**config.mk**
```make
export PLATFORM = sky130hd
export DESIGN_NAME = gpc_top
export DESIGN_NICKNAME = d
export VERILOG_FILES = /design/src/rtl/gpc_pkg.sv /design/src/rtl/gpc_sync.sv /design/src/rtl/gpc_serial.sv /design/src/rtl/gpc_top.sv
export VERILOG_INCLUDE_DIRS = /design/src /design/src/rtl
export SDC_FILE = /design/constraint.sdc
export NUM_CORES = 1
export LEC_CHECK = 0
export ABC_AREA = 1
export BUFFER_PORTS_ARGS = -buffer_cell sky130_fd_sc_hd__buf_2
export CORE_MARGIN = 4
export CORE_UTILIZATION = 30
export CTS_BUF_LIST = sky130_fd_sc_hd__clkbuf_8
export DETAILED_ROUTE_END_ITERATION = 8
export PLACE_DENSITY = 0.48
export SETUP_SLACK_MARGIN = 0.3
export SLEW_MARGIN = 10
export SYNTH_ARGS = -nofsm -noshare
export SYNTH_HDL_FRONTEND = slang
export SYNTH_HIERARCHICAL = 1
export SYNTH_SLANG_ARGS = --single-unit
```
**constraint.sdc**
```tcl
create_clock -name mclk -period 2.48 [get_ports mclk]
set_clock_uncertainty 0.2 [all_clocks]
set_input_delay 0.248 -clock mclk [delete_from_list [all_inputs] [get_ports mclk]]
set_output_delay 0.248 -clock mclk [all_outputs]
set_load 0.01 [all_outputs]
```
**src/rtl/gpc_params.svh**
```systemverilog
/*
  constants of the pin 3/4 control block: serial word layout, register
  addresses, reset values, write masks and field positions.
  assumes inclusion by bare name from the design files.
*/
`ifndef GPC_PARAMS_SVH
`define GPC_PARAMS_SVH

`define GPC_WORD_W        16
`define GPC_CNT_W         4
`define GPC_CNT_LAST      4'hf
`define GPC_EXT_PREFIX    4'hf
`define GPC_CTRL1_PREFIX  4'h0
`define GPC_PIN34_WADDR   4'h1
`define GPC_DATA_WADDR    4'h2
`define GPC_PIN34_RADDR   5'h1c
`define GPC_DATA_RADDR    5'h1d
`define GPC_RADDR_RESET   5'h00
`define GPC_PIN34_RESET   8'h00
`define GPC_DATA_RESET    8'h00
`define GPC_PIN34_WMASK   8'hf7
`define GPC_DATA_WMASK    8'hf0
`define GPC_RADDR_MSB     11
`define GPC_RADDR_LSB     7
`define GPC_P4_ALEN       0
`define GPC_P4_DIR        1
`define GPC_P4_POL        2
`define GPC_P3_ALEN       4
`define GPC_P3_DIR        5
`define GPC_P3_POL        6
`define GPC_P3_FSEL       7
`define GPC_D_PIN4        4
`define GPC_D_PIN3        5
`define GPC_D_PIN2        6
`define GPC_D_PIN1        7
`define GPC_SYNC_W        5
`define GPC_SYNC_RESET    5'h01

`endif

```
**src/rtl/gpc_pkg.sv**
```systemverilog
/*
  types of the pin 3/4 control block.
  assumes nothing of its surroundings.
*/
package gpc_pkg;
  typedef enum logic [1:0] {
    GPC_IDLE  = 2'b01,
    GPC_SHIFT = 2'b10
  } gpc_ser_state_e;
  typedef logic [7:0] gpc_reg_t;
endpackage

```
**src/rtl/gpc_sync.sv**
```systemverilog
/*
  three-stage synchroniser with agreement filter for a group of pin inputs.
  assumes inputs are asynchronous to mclk.
*/
`timescale 1ns/1ps
`include "gpc_params.svh"
module gpc_sync #(
  parameter int         W       = 1,
  parameter logic [W-1:0] RST_VAL = '0
) (
  input  wire logic         mclk,
  input  wire logic         resetn,
  input  wire logic [W-1:0] async_in,
  output logic      [W-1:0] level
);
  logic [W-1:0] s1_q, s2_q, s3_q, filt_q;
  logic [W-1:0] filt_d;

  // a change counts once stages two and three agree
  always_comb begin
    for (int i = 0; i < W; i++) begin
      filt_d[i] = (s2_q[i] == s3_q[i]) ? s3_q[i] : filt_q[i];
    end
  end

  always_ff @(posedge mclk) begin
    if (!resetn) begin
      s1_q   <= RST_VAL;
      s2_q   <= RST_VAL;
      s3_q   <= RST_VAL;
      filt_q <= RST_VAL;
    end else begin
      s1_q   <= async_in;
      s2_q   <= s1_q;
      s3_q   <= s2_q;
      filt_q <= filt_d;
    end
  end

  assign level = filt_q;
endmodule // gpc_sync

```
**src/rtl/gpc_serial.sv**
```systemverilog
/*
  serial word shifter: 16-bit frames, msb first, sampled on sclk rise.
  assumes synchronised, filtered cs_n, sclk and din levels.
*/
`timescale 1ns/1ps
`include "gpc_params.svh"
module gpc_serial (
  input  wire logic                     mclk,
  input  wire logic                     resetn,
  input  wire logic                     cs_n_lvl,
  input  wire logic                     sclk_lvl,
  input  wire logic                     din_lvl,
  input  wire logic [`GPC_WORD_W-1:0]   tx_word,
  output logic                          word_valid,
  output logic      [`GPC_WORD_W-1:0]   rx_word,
  output logic                          dout,
  output logic                          dout_oe
);
  gpc_pkg::gpc_ser_state_e state_q, state_d;
  logic [`GPC_WORD_W-1:0] rx_q, rx_d, tx_q, tx_d, word_q, word_d;
  logic [`GPC_CNT_W-1:0]  cnt_q, cnt_d;
  logic                   sclk_prev_q, valid_q, valid_d;
  logic                   rise;

  assign rise = sclk_lvl & ~sclk_prev_q;

  always_comb begin
    state_d = state_q;
    rx_d    = rx_q;
    tx_d    = tx_q;
    cnt_d   = cnt_q;
    word_d  = word_q;
    valid_d = 1'b0;
    unique case (state_q)
      gpc_pkg::GPC_IDLE: begin
        if (!cs_n_lvl) begin
          state_d = gpc_pkg::GPC_SHIFT;
          tx_d    = tx_word;
          cnt_d   = '0;
        end
      end
      gpc_pkg::GPC_SHIFT: begin
        if (cs_n_lvl) begin
          state_d = gpc_pkg::GPC_IDLE;
        end else if (rise) begin
          rx_d  = {rx_q[`GPC_WORD_W-2:0], din_lvl};
          tx_d  = {tx_q[`GPC_WORD_W-2:0], 1'b0};
          cnt_d = cnt_q + 4'h1;
          if (cnt_q == `GPC_CNT_LAST) begin
            valid_d = 1'b1;
            word_d  = rx_d;
          end
        end
      end
      default: state_d = gpc_pkg::GPC_IDLE;
    endcase
  end

  always_ff @(posedge mclk) begin
    if (!resetn) begin
      state_q     <= gpc_pkg::GPC_IDLE;
      rx_q        <= '0;
      tx_q        <= '0;
      cnt_q       <= '0;
      word_q      <= '0;
      valid_q     <= 1'b0;
      sclk_prev_q <= 1'b0;
    end else begin
      state_q     <= state_d;
      rx_q        <= rx_d;
      tx_q        <= tx_d;
      cnt_q       <= cnt_d;
      word_q      <= word_d;
      valid_q     <= valid_d;
      sclk_prev_q <= sclk_lvl;
    end
  end

  assign word_valid = valid_q;
  assign rx_word    = word_q;
  assign dout       = tx_q[`GPC_WORD_W-1];
  assign dout_oe    = (state_q == gpc_pkg::GPC_SHIFT);
endmodule // gpc_serial

```
**src/rtl/gpc_top.sv**
```systemverilog
/*
  pin 3/4 control and pin data registers behind the serial interface.
  assumes a host framing 16-bit words on cs_n/sclk/din and an outer pad
  that resolves the three-signal pins.
*/
// Operation
// - the pin 3/4 control register is written at extended nibble 0001, read at address 11100, resets to zero.
// - the pin data register is written at extended nibble 0010, read at address 11101, resets to zero.
// - control bit 0 set lets pin 4 drive the alert output, clear masks it.
// - control bit 1 sets pin 4 direction, 0 output and 1 input.
// - control bit 2 sets pin 4 active level, 0 low and 1 high.
// - control bit 3 and data bits 0 to 3 do nothing and ignore writes.
// - control bit 4 set lets pin 3 drive the alert output, clear masks it.
// - control bit 5 sets pin 3 direction, 0 output and 1 input.
// - control bit 6 sets pin 3 active level, 0 low and 1 high.
// - control bit 7 picks analog input three when 0 and general pin 3 when 1.
// - data bits 4 to 7 hold pins 4, 3, 2 and 1 and are readable and writable.
`timescale 1ns/1ps
`include "gpc_params.svh"
module gpc_top (
  input  wire logic mclk,
  input  wire logic resetn,
  input  wire logic cs_n,
  input  wire logic sclk,
  input  wire logic din,
  output logic      dout,
  output logic      dout_oe,
  input  wire logic pin3_in,
  output logic      pin3_out,
  output logic      pin3_oe,
  input  wire logic pin4_in,
  output logic      pin4_out,
  output logic      pin4_oe,
  output logic      aux_input_three_sel,
  output logic      pin1_data,
  output logic      pin2_data,
  output logic      alert
);
  logic [`GPC_SYNC_W-1:0]  sync_lvl;
  logic                    word_valid;
  logic [`GPC_WORD_W-1:0]  rx_word;
  logic [`GPC_WORD_W-1:0]  tx_word;
  gpc_pkg::gpc_reg_t       ctrl_q, ctrl_d, data_q, data_d, rd_val;
  logic [4:0]              raddr_q, raddr_d;
  logic                    alert_q, alert_d;
  logic                    p3_lvl, p4_lvl;
  logic                    p3_gpio, p3_is_in, p4_is_in, p3_drive, p4_drive;
  logic                    p3_active, p4_active;

  gpc_sync #(
    .W       (`GPC_SYNC_W),
    .RST_VAL (`GPC_SYNC_RESET)
  ) u_sync (
    .mclk     (mclk),
    .resetn   (resetn),
    .async_in ({pin4_in, pin3_in, din, sclk, cs_n}),
    .level    (sync_lvl)
  );

  assign p3_lvl = sync_lvl[3];
  assign p4_lvl = sync_lvl[4];

  gpc_serial u_serial (
    .mclk       (mclk),
    .resetn     (resetn),
    .cs_n_lvl   (sync_lvl[0]),
    .sclk_lvl   (sync_lvl[1]),
    .din_lvl    (sync_lvl[2]),
    .tx_word    (tx_word),
    .word_valid (word_valid),
    .rx_word    (rx_word),
    .dout       (dout),
    .dout_oe    (dout_oe)
  );

  // pin roles
  assign p3_gpio  = ctrl_q[`GPC_P3_FSEL];
  assign p4_is_in = ctrl_q[`GPC_P4_DIR];
  assign p3_is_in = ctrl_q[`GPC_P3_DIR];
  assign p4_drive = ~p4_is_in;
  assign p3_drive = p3_gpio & ~p3_is_in;
  assign p4_active = (p4_lvl == ctrl_q[`GPC_P4_POL]);
  assign p3_active = (p3_lvl == ctrl_q[`GPC_P3_POL]);

  // register writes and read address load
  always_comb begin
    ctrl_d  = ctrl_q;
    data_d  = data_q;
    raddr_d = raddr_q;
    if (word_valid) begin
      if (rx_word[15:12] == `GPC_EXT_PREFIX) begin
        if (rx_word[11:8] == `GPC_PIN34_WADDR) begin
          ctrl_d = rx_word[7:0] & `GPC_PIN34_WMASK;
        end else if (rx_word[11:8] == `GPC_DATA_WADDR) begin
          data_d = rx_word[7:0] & `GPC_DATA_WMASK;
        end
      end else if (rx_word[15:12] == `GPC_CTRL1_PREFIX) begin
        raddr_d = rx_word[`GPC_RADDR_MSB:`GPC_RADDR_LSB];
      end
    end
  end

  // read value: input pins return their sampled level
  always_comb begin
    rd_val = 8'h00;
    if (raddr_q == `GPC_PIN34_RADDR) begin
      rd_val = ctrl_q;
    end else if (raddr_q == `GPC_DATA_RADDR) begin
      rd_val = data_q;
      if (p4_is_in) begin
        rd_val[`GPC_D_PIN4] = p4_lvl;
      end
      if (p3_gpio && p3_is_in) begin
        rd_val[`GPC_D_PIN3] = p3_lvl;
      end
    end
  end

  assign tx_word = {8'h00, rd_val};

  // alert from enabled input pins at their active level
  always_comb begin
    alert_d = (ctrl_q[`GPC_P4_ALEN] & p4_is_in & p4_active) |
              (ctrl_q[`GPC_P3_ALEN] & p3_gpio & p3_is_in & p3_active);
  end

  always_ff @(posedge mclk) begin
    if (!resetn) begin
      ctrl_q  <= `GPC_PIN34_RESET;
      data_q  <= `GPC_DATA_RESET;
      raddr_q <= `GPC_RADDR_RESET;
      alert_q <= 1'b0;
    end else begin
      ctrl_q  <= ctrl_d;
      data_q  <= data_d;
      raddr_q <= raddr_d;
      alert_q <= alert_d;
    end
  end

  // output pins drive data by polarity
  assign pin4_out = ~(data_q[`GPC_D_PIN4] ^ ctrl_q[`GPC_P4_POL]);
  assign pin3_out = ~(data_q[`GPC_D_PIN3] ^ ctrl_q[`GPC_P3_POL]);
  assign pin4_oe  = p4_drive;
  assign pin3_oe  = p3_drive;
  assign aux_input_three_sel = ~p3_gpio;
  assign pin1_data = data_q[`GPC_D_PIN1];
  assign pin2_data = data_q[`GPC_D_PIN2];
  assign alert     = alert_q;
endmodule // gpc_top

```
# Word-level counts from Yosys, hierarchy flattened
# Cells that the tools add are included.
# word_totals
reg_bits,92
input_bits,7
output_inout_bits,10
word_cells,88
# classes
addsub,1
n_eq_ne,19
muxes,16
bitwise_logic,22
n_reduce_logical,11
# ops
op,count
16-bit 2-to-1 mux,3
16-bit case mux with 2 select lines,1
8-bit 2-to-1 mux,2
4-bit 2-to-1 mux,3
1-bit NOT,12
4-bit AND reduction,3
"5-bit equality test, second input constant",2
3-bit AND reduction,3
"4-bit equality test, second input constant",2
4-bit case mux with 2 select lines,1
1-bit bitwise AND,7
1-bit equality test,7
"4-bit by 1-bit adder with 4-bit output, second input constant",1
"4-bit by 1-bit equality test with 1-bit output, second input constant",1
"4-bit by 2-bit equality test with 1-bit output, second input constant",1
4-bit logical NOT,1
2-bit 2-to-1 mux,2
"2-bit by 1-bit != test with 1-bit output, second input constant",2
"2-bit != test, second input constant",2
2-bit case mux with 2 select lines,1
4-bit OR reduction,1
1-bit 2-to-1 mux,3
"2-bit by 1-bit equality test with 1-bit output, second input constant",1
"2-bit equality test, second input constant",1
5 further kinds,6

# Depth between registers and ports, before layout
# logic_depth
depth_word,6
depth_mapped,9
mapped_depth_nobuf,9

# Cells and area by module
# The synthesis kept the hierarchy.
# by_module_without_submodules
mod,n_inst,cells_per_inst,area_each_um2
gpc_serial,1,316,2339.7
gpc_top,1,147,937.1
gpc_sync,1,71,613.1

# Least setup slack after synthesis
# OpenSTA, ideal clock, no wires.
# synth_path
kind,register -> register
from,register u_serial.cnt_q[0]
to,register u_serial.word_q[2] (netlist: u_serial/rx_word[2])
setup_ps,59
arrival_time_ps,1266
t_required_ps,2221
path_slack_ps,955
path_stages_with_launch,9
n_path_buf,1
path_cell_list,dfxtp_1 ha_1 nand2_1 nor2_4 inv_1 nor2_4 buf_4 nand3_1 nand2_1
# synth_via
elab_chain_cells,2
# synth_lines
item,line_no,source
start: declaration,gpc_serial.sv:21,"logic [`GPC_CNT_W-1:0] cnt_q, cnt_d;"
start signal: assignment,gpc_serial.sv:72,cnt_q <= cnt_d;
4-bit equality test (no line),n/a,
4-bit AND reduction (no line),n/a,
end signal: assignment,gpc_serial.sv:73,word_q <= word_d;
end: declaration,gpc_serial.sv:20,"logic [`GPC_WORD_W-1:0] rx_q, rx_d, tx_q, tx_d, word_q, word_d;"
# No other way between the ends.
# A chain may end at the register's enable or synchronous reset.

# Final worst setup path
# layout_path
from,register u_serial.state_q[1]
to,register u_serial.word_q[10] (netlist: u_serial/rx_word[10])
# layout_via
elab_chain_cells,2
# layout_lines
item,line_no,source
start: declaration,gpc_serial.sv:19,"gpc_pkg::gpc_ser_state_e state_q, state_d;"
start signal: assignment,gpc_serial.sv:61,state_q <= gpc_pkg::GPC_IDLE;
start signal: assignment,gpc_serial.sv:69,state_q <= state_d;
2-bit equality test,gpc_serial.sv:34,unique case (state_q)
4-bit AND reduction (no line),n/a,
# No other way between the ends.

==> flow_metrics.env <==
export IMPL_io_buffers=16
export IMPL_placed_area_um2=4060
export IMPL_rsz0062_at_grt="false"
export IMPL_max_stage_delay_ns=0.39
export IMPL_reg2reg_slack_ns=0.61
export IMPL_cp_end_kind="flop"
export IMPL_slowest_stage="nor2_4"
export IMPL_drive_gt1_frac=0.0934
export IMPL_vdd_ir_drop_max_v=0.000389
export IMPL_hold_violations=0
export IMPL_worstSetupPathType="flop to flop"
export IMPL_grt_pass1_wl_mm=13.7
export IMPL_min_period_ns=1.87
export IMPL_antenna_cells=0
export IMPL_arrival_ns=1.98
export IMPL_drc=0
export IMPL_maxCapViolCount=0
export IMPL_crit_buf_inv=1
export IMPL_dpl_hpwl_mm=5.19
export IMPL_max_slew_margin=0.629
export IMPL_die_area_um2=14700
export IMPL_cts_tree="built"
export IMPL_cts_root_buf="clkbuf_8"
export IMPL_core_um2=12600
export IMPL_cts_max_level=3
export IMPL_setup_ws_ns=0.606
export IMPL_dp_slack_ns=0.589
export IMPL_grtUsageTotal=0.115
export IMPL_grt_pass1_vias=2941
export IMPL_nets=560
export IMPL_drt_iter0_markers=207
export IMPL_die_h_um=121
export IMPL_area_growth_syn_to_layout_pct=12.2
export IMPL_ys_warn_count=6
export IMPL_cts_sinks=91
export IMPL_routabilityCongestion=0.738
export IMPL_min_path_type="flop to flop"
export IMPL_cts_buffer_depth=2
export IMPL_drt_wl_total_mm=7.85
export IMPL_setup_violations=0
export IMPL_first_pass_iters=4
export IMPL_fmax_mhz=534
export IMPL_synth_area_per_cell_um2=7.28
export IMPL_wl_per_cell_um=10.8
export IMPL_path_cells="inv_2 -> nor2_8 -> nand3_4 -> nor2_4 -> nand3_1 -> nand2_1"
export IMPL_ioPinCount=17
export IMPL_cts_buffers=9
export IMPL_clkLatencyLatePin_ns=0.35
export IMPL_final_area_um2=4330
export IMPL_vias_per_cell=4.38
export IMPL_crit_cells=6
export IMPL_clkTransAtPathRegs_ns=0.09
export IMPL_utilization=0.343
export IMPL_grt_max_degree=71
export IMPL_syn_inst=530
export IMPL_post_cts_buffers=0
export IMPL_synth_area_um2=3860
export IMPL_drv_slew=0
export IMPL_nFillCells=1413
export IMPL_num_rows=41
export IMPL_min_path_cells=2
export IMPL_antenna_left=0
export IMPL_tns_ns=0
export IMPL_worst_pin_slew_ns=0.556
export IMPL_p_leak_uw=0.00184
export IMPL_cp_max_fo=22
export IMPL_routed_via_count=3190
export IMPL_rr_worst_depth=6
export IMPL_cp_top_family="simple AND/OR/NAND/NOR gates"
export IMPL_power_density_nw_per_um2=588
export IMPL_gr_total_overflow=0
export IMPL_antenna_found_initial=0
export IMPL_cp_required_ns=2.58
export IMPL_period_share=0.756
export IMPL_startpoint_type="flop"
export IMPL_status="finished clean"
export IMPL_start_util=0.306
export IMPL_die_w_um=121
==> path summary, 6_finish.rpt <==
check                                    startpoint                    to
worst min-delay path                 u_sync/s1_q[0]        u_sync/s2_q[0]
worst max register to register  u_serial/state_q[1]  u_serial/rx_word[10]
worst max-delay path            u_serial/state_q[1]  u_serial/rx_word[10]
worst min register to register       u_sync/s1_q[0]        u_sync/s2_q[0]
==> through the flow <==
step,hold WS (ns),instances,total power [uW]
floorplan,0.133,538,1560
global placement,0.190,706,1580
detailed placement,0.189,706,1580
CTS,0.204,729,2590
global route,0.225,729,2680
finish,0.206,729,2550
==> flip-flops by register name, indices dropped and copies added (netlist names) <==
name / count
u_serial/word_valid: 1
u_serial/tx_q: 16
u_serial/state_q: 2
u_sync/level: 5
u_serial/rx_word: 15
data_q: 4
u_serial/rx_q: 15
u_serial/sclk_prev_q: 1
ctrl_q: 7
u_sync/s1_q: 5
u_serial/cnt_q: 4
alert: 1
raddr_q: 5
u_sync/s2_q: 5
u_sync/s3_q: 5
==> repair_timing <==
item | in CTS | in global routing
gates resized for setup | 0 | 0
hold buffers | 7 | 0
endpoints found under the hold margin | 6 | 0
==> cells in the final DEF (no fill, tap or decap), types with 3 or more instances in the layout <==
| cell type | instances |
|---|---|
| nand2_2 | 4 |
| nand3b_1 | 4 |
| buf_2 | 16 |
| inv_1 | 51 |
| nand3_1 | 57 |
| nor2_2 | 3 |
| conb_1 | 9 |
| buf_4 | 3 |
| nand2_1 | 137 |
| dlygate4sd3_1 | 7 |
| nor2_1 | 71 |
| o21ai_1 | 15 |
| dfxtp_1 | 91 |
| nand4_1 | 5 |
| nor2_4 | 3 |
| o21ai_0 | 11 |
| a21oi_1 | 39 |
| clkbuf_8 | 10 |
==> cell type report <==
cell class	count	area, um^2	share of cell area
clock buffer	10	138	0.0318
clock inverter	6	56.3	0.0130
inverter	52	195	0.0451
multi-input combinational	371	1710	0.395
sequential	91	1820	0.421
tap	172	215	0.0497
timing repair buffer	27	193	0.0445
==> worst min-delay path, stage by stage (launching register included) <==
cell and delay [ns]:
dfxtp_1 0.31, inv_1 0.03, nand2_1 0.04
==> report_power, final <==
part	switching, uW	internal (uW)
Sequential	4.50	1470
Clock	507	487
Combinational	46.3	29.7
==> routing by layer <==
metal | up-vias | wire length [um] | GRT usage | part of all wire
met2 | 35 | 3620 | 0.189 | 0.46
met5 | - | 0 | 0 | 0
met4 | 0 | 105 | 0.0357 | 0.013
met1 | 1437 | 3890 | 0.145 | 0.50
met3 | 10 | 240 | 0.0331 | 0.031
li1 | 1708 | - | - | -
Note: power is estimated with default switching activity, not from simulation.
